<file path="config.mk">
export PLATFORM = sky130hd
export DESIGN_NAME = chsd_top
export DESIGN_NICKNAME = d
export VERILOG_FILES = /design/src/hdl/chsd_pkg.sv /design/src/hdl/chsd_sync.sv /design/src/hdl/chsd_top.sv
export SDC_FILE = /design/constraint.sdc
export NUM_CORES = 1
export LEC_CHECK = 0
export BUFFER_PORTS_ARGS = -buffer_cell sky130_fd_sc_hd__buf_2
export CORE_ASPECT_RATIO = 1.25
export CORE_MARGIN = 4
export CORE_UTILIZATION = 52
export DETAILED_ROUTE_END_ITERATION = 16
export GPL_ROUTABILITY_DRIVEN = 0
export PLACE_DENSITY_LB_ADDON = 0.3
export SYNTH_ARGS = -nofsm -noshare
export SYNTH_HDL_FRONTEND = slang
export SYNTH_SLANG_ARGS = --single-unit
</file>
<file path="constraint.sdc">
create_clock -name CLK_SYS -period 1.9 [get_ports CLK_SYS]
set_input_delay 0.475 -clock CLK_SYS [delete_from_list [all_inputs] [get_ports CLK_SYS]]
set_output_delay 0.475 -clock CLK_SYS [all_outputs]
set_load 0.05 [all_outputs]
</file>
<file path="src/hdl/chsd_pkg.sv">
// Purpose: shared constants and types for the card host strobe decoder
// Assumes: one system clock, strobes arrive asynchronously from the host
// Notes:   mode encoding is the interface mode chosen by the card configuration
package chsd_pkg;

	typedef enum logic [1:0]
	{
		CHSD_MODE_MEMORY,
		CHSD_MODE_IO,
		CHSD_MODE_IDE
	} chsd_mode_type;

	localparam int          CHSD_DATA_W     = 16;
	localparam int          CHSD_ADDR_W     = 4;
	localparam int          CHSD_SYNC_DEPTH = 2;
	localparam logic        CHSD_STROBE_RST = 1'b1;
	localparam logic        CHSD_ROLE_RST   = 1'b1;
	localparam logic [15:0] CHSD_DATA_RST   = 16'h0000;
	localparam logic [3:0]  CHSD_ADDR_RST   = 4'h0;

	typedef struct packed
	{
		logic [CHSD_ADDR_W-1:0] addr;
		logic [CHSD_DATA_W-1:0] data;
	} chsd_wr_type;

	typedef struct packed
	{
		logic card_info; // read of card info structure or configuration space
		logic storage;   // read of storage data
	} chsd_rd_type;

endpackage

</file>
<file path="src/hdl/chsd_sync.sv">
// Purpose: two flip-flop synchroniser for one asynchronous level
// Assumes: input is from outside the clock domain
// Notes:   first stage is read only by the second stage
module chsd_sync
	import chsd_pkg::*;
#(
	parameter logic RST_VAL = 1'b1
)
(
	// clock and reset
	input  wire logic clk,
	input  wire logic rst_n,
	// level in and out
	input  wire logic d,
	output logic      q
);

	logic meta_r;
	logic q_r;

	always_ff @(posedge clk or negedge rst_n)
	begin
		if (!rst_n)
		begin
			meta_r <= RST_VAL;
			q_r    <= RST_VAL;
		end
		else
		begin
			meta_r <= d;
			q_r    <= meta_r;
		end
	end

	assign q = q_r;

endmodule

</file>
<file path="src/hdl/chsd_top.sv">
// Purpose: decode host write, output-enable and role strobes of the parallel host port
// Assumes: CLK_SYS 20 MHz; strobes, role select and bus are asynchronous host pins
// Notes:   address and data are sampled from the synchronised bus while the strobe is low and written out at its rise
module chsd_top
	import chsd_pkg::*;
#(
	parameter int DATA_W = CHSD_DATA_W,
	parameter int ADDR_W = CHSD_ADDR_W
)
(
	// clock and reset
	input  wire logic              CLK_SYS,
	input  wire logic              RST_N,
	// mode and burst state from the card controller
	input  wire chsd_mode_type     MODE,
	input  wire logic              UDMA_ACTIVE,
	// host pins
	input  wire logic              IO_WRITE_STROBE_N,
	input  wire logic              OUTPUT_ENABLE_N,
	input  wire logic              DRIVE_ROLE_SELECT_N,
	input  wire logic              REG_SPACE_N,
	input  wire logic [ADDR_W-1:0] HOST_ADDR,
	input  wire logic [DATA_W-1:0] HOST_DATA_IN,
	// register write port
	output logic                   REG_WR,
	output logic [ADDR_W-1:0]      REG_WR_ADDR,
	output logic [DATA_W-1:0]      REG_WR_DATA,
	// burst stop
	output logic                   UDMA_STOP,
	// read strobe decode
	output logic                   RD_STORAGE,
	output logic                   RD_CARD_INFO,
	input  wire logic [DATA_W-1:0] RD_DATA,
	output logic [DATA_W-1:0]      HOST_DATA_OUT,
	output logic                   HOST_DATA_OE,
	// drive role
	output logic                   IS_PRIMARY,
	output logic                   IS_SECONDARY
);

	// ------------------------------------------------------------
	// synchronisers
	// ------------------------------------------------------------
	logic              iow_s;
	logic              oe_s;
	logic              role_s;
	logic              reg_s;
	logic [ADDR_W-1:0] addr_s;
	logic [DATA_W-1:0] data_s;

	chsd_sync #(.RST_VAL(CHSD_STROBE_RST)) u_sync_iow
	(
		.clk   (CLK_SYS),
		.rst_n (RST_N),
		.d     (IO_WRITE_STROBE_N),
		.q     (iow_s)
	);

	chsd_sync #(.RST_VAL(CHSD_STROBE_RST)) u_sync_oe
	(
		.clk   (CLK_SYS),
		.rst_n (RST_N),
		.d     (OUTPUT_ENABLE_N),
		.q     (oe_s)
	);

	chsd_sync #(.RST_VAL(CHSD_ROLE_RST)) u_sync_role
	(
		.clk   (CLK_SYS),
		.rst_n (RST_N),
		.d     (DRIVE_ROLE_SELECT_N),
		.q     (role_s)
	);

	chsd_sync #(.RST_VAL(CHSD_STROBE_RST)) u_sync_reg
	(
		.clk   (CLK_SYS),
		.rst_n (RST_N),
		.d     (REG_SPACE_N),
		.q     (reg_s)
	);

	genvar gi;
	generate
		for (gi = 0; gi < ADDR_W; gi++)
		begin : g_addr
			chsd_sync #(.RST_VAL(1'b0)) u_sync
			(
				.clk   (CLK_SYS),
				.rst_n (RST_N),
				.d     (HOST_ADDR[gi]),
				.q     (addr_s[gi])
			);
		end
		for (gi = 0; gi < DATA_W; gi++)
		begin : g_data
			chsd_sync #(.RST_VAL(1'b0)) u_sync
			(
				.clk   (CLK_SYS),
				.rst_n (RST_N),
				.d     (HOST_DATA_IN[gi]),
				.q     (data_s[gi])
			);
		end
	endgenerate

	// ------------------------------------------------------------
	// edge detection
	// ------------------------------------------------------------
	logic              iow_d_r;
	logic [ADDR_W-1:0] addr_hold_r;
	logic [DATA_W-1:0] data_hold_r;
	logic              iow_rise;
	logic              iow_fall;

	always_ff @(posedge CLK_SYS or negedge RST_N)
	begin
		if (!RST_N)
			iow_d_r <= CHSD_STROBE_RST;
		else
			iow_d_r <= iow_s;
	end

	// bus sampled while the strobe is still low, so it is valid at the rise
	always_ff @(posedge CLK_SYS or negedge RST_N)
	begin
		if (!RST_N)
		begin
			addr_hold_r <= '0;
			data_hold_r <= '0;
		end
		else if (!iow_s)
		begin
			addr_hold_r <= addr_s;
			data_hold_r <= data_s;
		end
	end

	assign iow_rise = iow_s && !iow_d_r;
	assign iow_fall = !iow_s && iow_d_r;

	// ------------------------------------------------------------
	// register write
	// ------------------------------------------------------------
	logic              wr_en;
	logic              reg_wr_r;
	logic [ADDR_W-1:0] reg_wr_addr_r;
	logic [DATA_W-1:0] reg_wr_data_r;

	always_comb
	begin
		case (MODE)
			CHSD_MODE_IO:     wr_en = 1'b1;
			CHSD_MODE_IDE:    wr_en = !UDMA_ACTIVE;
			CHSD_MODE_MEMORY: wr_en = 1'b0;
			default:          wr_en = 1'b0;
		endcase
	end

	always_ff @(posedge CLK_SYS or negedge RST_N)
	begin
		if (!RST_N)
			reg_wr_r <= 1'b0;
		else
			reg_wr_r <= iow_rise && wr_en;
	end

	always_ff @(posedge CLK_SYS or negedge RST_N)
	begin
		if (!RST_N)
		begin
			reg_wr_addr_r <= CHSD_ADDR_RST[ADDR_W-1:0];
			reg_wr_data_r <= CHSD_DATA_RST[DATA_W-1:0];
		end
		else if (iow_rise && wr_en)
		begin
			reg_wr_addr_r <= addr_hold_r;
			reg_wr_data_r <= data_hold_r;
		end
	end

	// ------------------------------------------------------------
	// burst stop
	// ------------------------------------------------------------
	logic stop_r;

	// strobe is high on burst entry, so a fall is the stop request
	always_ff @(posedge CLK_SYS or negedge RST_N)
	begin
		if (!RST_N)
			stop_r <= 1'b0;
		else
			stop_r <= (MODE == CHSD_MODE_IDE) && UDMA_ACTIVE && iow_fall;
	end

	// ------------------------------------------------------------
	// read strobe decode
	// ------------------------------------------------------------
	chsd_rd_type rd_nxt;
	chsd_rd_type rd_r;
	logic [DATA_W-1:0] dout_r;

	always_comb
	begin
		rd_nxt = '0;
		case (MODE)
			CHSD_MODE_MEMORY:
			begin
				rd_nxt.storage   = !oe_s && reg_s;
				rd_nxt.card_info = !oe_s && !reg_s;
			end
			CHSD_MODE_IO:
				rd_nxt.card_info = !oe_s && !reg_s;
			default:
				rd_nxt = '0;
		endcase
	end

	always_ff @(posedge CLK_SYS or negedge RST_N)
	begin
		if (!RST_N)
			rd_r <= '0;
		else
			rd_r <= rd_nxt;
	end

	always_ff @(posedge CLK_SYS or negedge RST_N)
	begin
		if (!RST_N)
			dout_r <= CHSD_DATA_RST[DATA_W-1:0];
		else if (rd_nxt.storage || rd_nxt.card_info)
			dout_r <= RD_DATA;
	end

	// ------------------------------------------------------------
	// drive role
	// ------------------------------------------------------------
	logic primary_r;

	always_ff @(posedge CLK_SYS or negedge RST_N)
	begin
		if (!RST_N)
			primary_r <= 1'b0;
		else
			primary_r <= !role_s;
	end

	// ------------------------------------------------------------
	// outputs
	// ------------------------------------------------------------
	assign REG_WR        = reg_wr_r;
	assign REG_WR_ADDR   = reg_wr_addr_r;
	assign REG_WR_DATA   = reg_wr_data_r;
	assign UDMA_STOP     = stop_r;
	assign RD_STORAGE    = rd_r.storage;
	assign RD_CARD_INFO  = rd_r.card_info;
	assign HOST_DATA_OUT = dout_r;
	assign HOST_DATA_OE  = rd_r.storage || rd_r.card_info;
	assign IS_PRIMARY    = (MODE == CHSD_MODE_IDE) && primary_r;
	assign IS_SECONDARY  = (MODE == CHSD_MODE_IDE) && !primary_r;

endmodule

</file>
### Yosys cells after proc, flatten, opt, wreduce, memory -nomap -nowiden

Index checks and enable logic that the tools add are counted.
Widths: inputs -> output; s select.

| storage, ports and cells | value |
|---|---|
| flip-flop bits (word level) | 110 |
| bits in latches | 0 |
| memories | 0 |
| input bits | 45 |
| ROM bits | 0 |
| word-level logic and storage cells | 84 |
| output and inout bits | 43 |
| RAM bits | 0 |

| cells by class | value |
|---|---|
| eq/ne operators | 2 |
| $add $sub $neg | 0 |
| multiply operators | 0 |
| multiplexer cells | 3 |
| divide/modulo/power cells | 0 |
| magnitude comparators | 0 |
| reductions and logical operators | 20 |
| shift operators | 0 |
| bitwise logic cells | 0 |

Operator list:

| operator | number |
|---|---|
| $logic_and 1x1->1 | 9 |
| $logic_not 1->1 | 7 |
| $eq 2x1->1 const B | 1 |
| $eq 2x2->1 const B | 1 |
| $logic_not 2->1 | 1 |
| $logic_or 1x1->1 | 2 |
| $mux 1 | 2 |
| $pmux 1 s2 | 1 |
| $reduce_or 2->1 | 1 |

### Depth between registers and ports, before layout

| depth | value |
|---|---|
| depth after elaboration | 4 |
| gate-level depth with buffers | 6 |
| mapped depth without buffers | 5 |

### Modules after synthesis

From an unflattened synthesis, not the netlist that was laid out.

| second synthesis, totals | value |
|---|---|
| cells, all modules | 193 |
| area, all modules | 3657.3 um^2 |

By module, submodules not included:

| module | cells an instance | area an instance (um^2) | instances | sequential area each (um^2) |
|---|---|---|---|---|
| chsd_top | 145 | 2446.1 | 1 | 1552.7 |
| chsd_sync (g_addr[0].u_sync ...) | 2 | 50.0 | 20 | 50.0 |
| chsd_sync (u_sync_iow ...) | 2 | 52.6 | 4 | 52.6 |

### Least setup slack after synthesis

OpenSTA, ideal clock, no wires.

| timing path | value |
|---|---|
| path kind | in2out |
| start point | in MODE[0] |
| end point | out IS_SECONDARY |
| setup slack | 0.002 ns |
| cell stages on the path | 3 |
| data arrival time | 1.423 ns |
| path buffers | 0 |
| cells stage by stage | inv_1 -> ha_1 -> nor2b_1 |

| between the ends | value |
|---|---|
| longest elaborated chain between the ends | 2 |

RTL lines:

| item | line | RTL |
|---|---|---|
| start, declared | chsd_top.sv:15 | `input wire chsd_mode_type MODE,` |
| $eq 2x2->1 | chsd_top.sv:260 | `assign IS_SECONDARY = (MODE == CHSD_MODE_IDE) && !primary_r;` |
| $logic_and 1x1->1 | chsd_top.sv:260 |  |
| end, declared | chsd_top.sv:38 | `output logic IS_SECONDARY` |

No other way between the ends.

### Worst setup path in the final report

Same ends and word-level chain as after synthesis.

==> results.md <==
- Power spread over the standard cell area amounts to 1250 mW/mm2.
- Across the run, the number of max-cap violations was 0.
- The number of clock buffers inserted by TritonCTS is 9.
- The number of buffers added for setup after CTS is 0.
- The most common cell in the synthesized netlist is dfrtp_1.
- The number of antenna violations at the first check in global routing is 0.
- The number of pins exceeding their max-slew limit in the final report came to 0.
- The diode insertion count for antenna repair is 0.
- The design area is 0.00440 mm2.
- Across all register-to-register paths, the minimum setup slack is 0.53 ns.
- For this run, the post-layout net count is 338.
- The placed instances occupy a cell area of 0.00422 mm2.
- The first global-routing pass estimated 9580 um of wire.
- The final number of hold-violating endpoints was 0.
- The worst pin sits at a relative slew slack of 69.9%.
- The end of the worst register-to-register path is HOST_DATA_OUT[0].
- Yosys printed 0 warnings.
- Summing every instance area after synthesis gives 0.00363 mm2.
- The count of filler cells inserted in the layout is 493.
- The utilization after layout is 65.8%.
- The height of the chip is 101 um.
- Setup repair after global routing left no endpoint under its margin.
- Summing over every cut layer, the via total after detailed routing is 1841.
- Entering global routing, the biggest net connects 45 pins.
- STA classifies the critical path endpoint as an output port.
- Global routing used 15.4% of the available tracks across all layers.
- The core outline area is 0.00669 mm2.
- The worst clock skew is 0.00989 ns.
- The peak supply drop is 0.728 mV.
- In this run the worst path has a maximum fanout of 4.
- The number of sinks handled by clock tree synthesis is 110.
- In the final routed layout, each cell accounts on average for 14.7 um.
- Of all flip-flops after synthesis, the portion carrying an async set or reset was 100%.
- The arrival time reported for the critical path endpoint is 1.26 ns.
- In the routed design, unresolved DRC markers number 0.
- The type of the worst setup path is in2out.
- The remaining antenna violation count is 0.
- In this run, distinct cell masters in the synthesized netlist total 20.
- After synthesis, flip-flops and latches occupy 76.0% of the total area.
- The DRC violation total after the first TritonRoute iteration is 56.
- The post-synth net total is 240.
- The share of post-route cells with drive strength above 1 is 60.0%.
- The die covers 0.00840 mm2.
- The flow ran to the end, and the final reports show no timing, DRC or antenna violations.
- The worst register-to-register path has a depth of 4.
- For this run, the top clock speed supported by timing is 575 MHz.
- After synthesis, the most frequently instantiated cells are 101 x dfrtp_1, 45 x mux2_2, 11 x mux2_4.
- Counting stages on the worst path, the most repeated cell is buf_2.
- The horizontal die dimension is 82.8 um.
- The area growth from synthesis to final layout is 21.2%.
- The number of global-route vias before repair is 2071.
- The root cell of the clock tree is clkbuf_8.
- For this design the static power due to leakage is 2.14 nW.
- The maximum number of buffers from clock root to sink is 2.
- The count of standard-cell rows is 33.
- The ratio of routed vias to standard cells is 4.82.
- The number of resized instances in the post-cts repair step is 0.
- The count of buffers from port buffering is 87.
- The share of Yosys cell area claimed by the top area cell type is 69.5%.
- Once the floorplan was initialized, standard cells occupied 54.3% of the core.
- The total overflow reported by the global router is 0.
- At the pin with the least slew margin, the transition time is 0.451 ns.
- Walking the worst path, the cells encountered are buf_2 > inv_1 > ha_1 > nor2b_1 > buf_2.
- By area the synthesized netlist is led by dfrtp_1 70%, mux2_2 14%, dfstp_2 6.5%.
- The cell with the largest stage delay on the worst path is buf_2.
- TritonCTS built the clock tree.
- The portion of the clock cycle consumed by the worst path in the final layout is 91.5%.
- After legalization and detailed placement, the total HPWL measured 3970 um.
- The accumulated negative setup slack is 0 ns.
- Setup violations remaining at the end of the flow were counted as 0.
- The largest stage delay on the critical path is 0.28 ns.
- The worst register-to-register path begins at u_sync_reg.q.
- 88 I/O pins were placed.
- The dominant register cell in the synthesized netlist is dfrtp_1.
- Synthesis produced 192 cells.
- Counting flops and latches in the post-synthesis netlist gives 110.
- Dividing the synthesized area by the synthesized cell count gives 18.9 um2.
- The required time reported for the critical path endpoint is 1.42 ns.
- The largest area contributor in the netlist is dfrtp_1.
- The worst setup path is launched from an input port.
- The first detailed-routing pass ran for 4 iterations.
- The H-tree depth is 3.
- The count of flip-flops with a built-in enable after synthesis is 0.
- For this design, the CTS-stage hold fixing added 0 buffers.
- The source-to-sink clock delay at the later pin of the worst-skew pair is 0.35 ns.
- Clock-pin slew was measured on the worst setup and hold paths at 0.09 ns.
- The class of the tightest hold or removal check is in2async.
- The routed wire length is 5620 um.
- The shortest clock period the worst path allows after layout is 1.74 ns.
[logic make-up (layout without fill, tap and decap cells)]
family,after synthesis,count (layout),share of synthesized area [%]
buf+inv,11,114,1.93
simple gates,10,10,1.65
fa+ha+maj,3,3,1.03
compound gates,2,2,0.861
mux,56,56,18.5
flops,110,110,76.0
[metal layers]
metal / global-route usage [%] / share of wire, %
met1: 19.2 / 41
met2: 24.4 / 49
met3: 5.60 / 7.9
met4: 6.04 / 1.8
met5: 0 / 0
[sequential cells by signal (all words and copies together) (netlist names), 4 cells and up]
signal,flops
g_addr.u_sync.meta_r,4
REG_WR_DATA,16
REG_WR_ADDR,4
g_data.u_sync.q,16
data_hold_r,16
HOST_DATA_OUT,16
g_data.u_sync.meta_r,16
g_addr.u_sync.q,4
addr_hold_r,4
[how the worst max path moves through the flow]
stage | from | endpoint | slack, ns | cells past startpoint
finish | MODE[0] | IS_SECONDARY | 0.16 | 5
detailed placement | MODE[0] | REG_WR_DATA[10] | 0.004 | 7
global placement | MODE[0] | REG_WR_DATA[3] | 0.04 | 7
floorplan | MODE[0] | IS_SECONDARY | 0.002 | 3
global route | MODE[0] | IS_SECONDARY | 0.11 | 5
CTS | MODE[0] | IS_SECONDARY | 0.16 | 5
[critical path, delay by kind of cell]
| family | cells | cell delay, ns |
|---|---|---|
| buf+inv | 3 | 0.45 |
| fa+ha+maj | 1 | 0.18 |
| simple gates | 1 | 0.15 |
[cell type report]
type | count | area, um2 | share of cell area (%)
clock buffers | 10 | 138 | 3.13
clock inverters | 6 | 45.0 | 1.02
inverters | 6 | 22.5 | 0.511
multi-input cells | 71 | 801 | 18.2
flip-flops and latches | 110 | 2760 | 62.8
well taps | 87 | 109 | 2.47
repair buffers | 92 | 526 | 11.9
[layout by cell type (no fill, tap or decap), types with 2 or more instances in the layout]
master,n
dfrtp_1,101
buf_2,86
mux2_2,45
mux2_4,11
clkbuf_8,10
dfstp_2,9
inv_1,6
buf_12,4
ha_1,3
clkinvlp_4,3
nor2_1,2
buf_4,2
[stage by stage]
stage | cells | worst slack (ns) | hold WS, ns | power, mW
floorplan | 192 | 0.00240 | 0.179 | 3.90
global placement | 366 | 0.0371 | 0.333 | 4.28
detailed placement | 366 | 0.00444 | 0.335 | 4.32
CTS | 382 | 0.162 | 0.0718 | 5.58
global route | 382 | 0.112 | 0.0970 | 5.77
finish | 382 | 0.161 | 0.0691 | 5.50
[report_power, final]
group | internal, mW | switching [mW]
sequential | 2.66 | 0.144
combinational | 0.426 | 1.02
clock | 0.517 | 0.732
total | 3.60 | 1.90
Note: power is estimated with default switching activity, not from simulation.
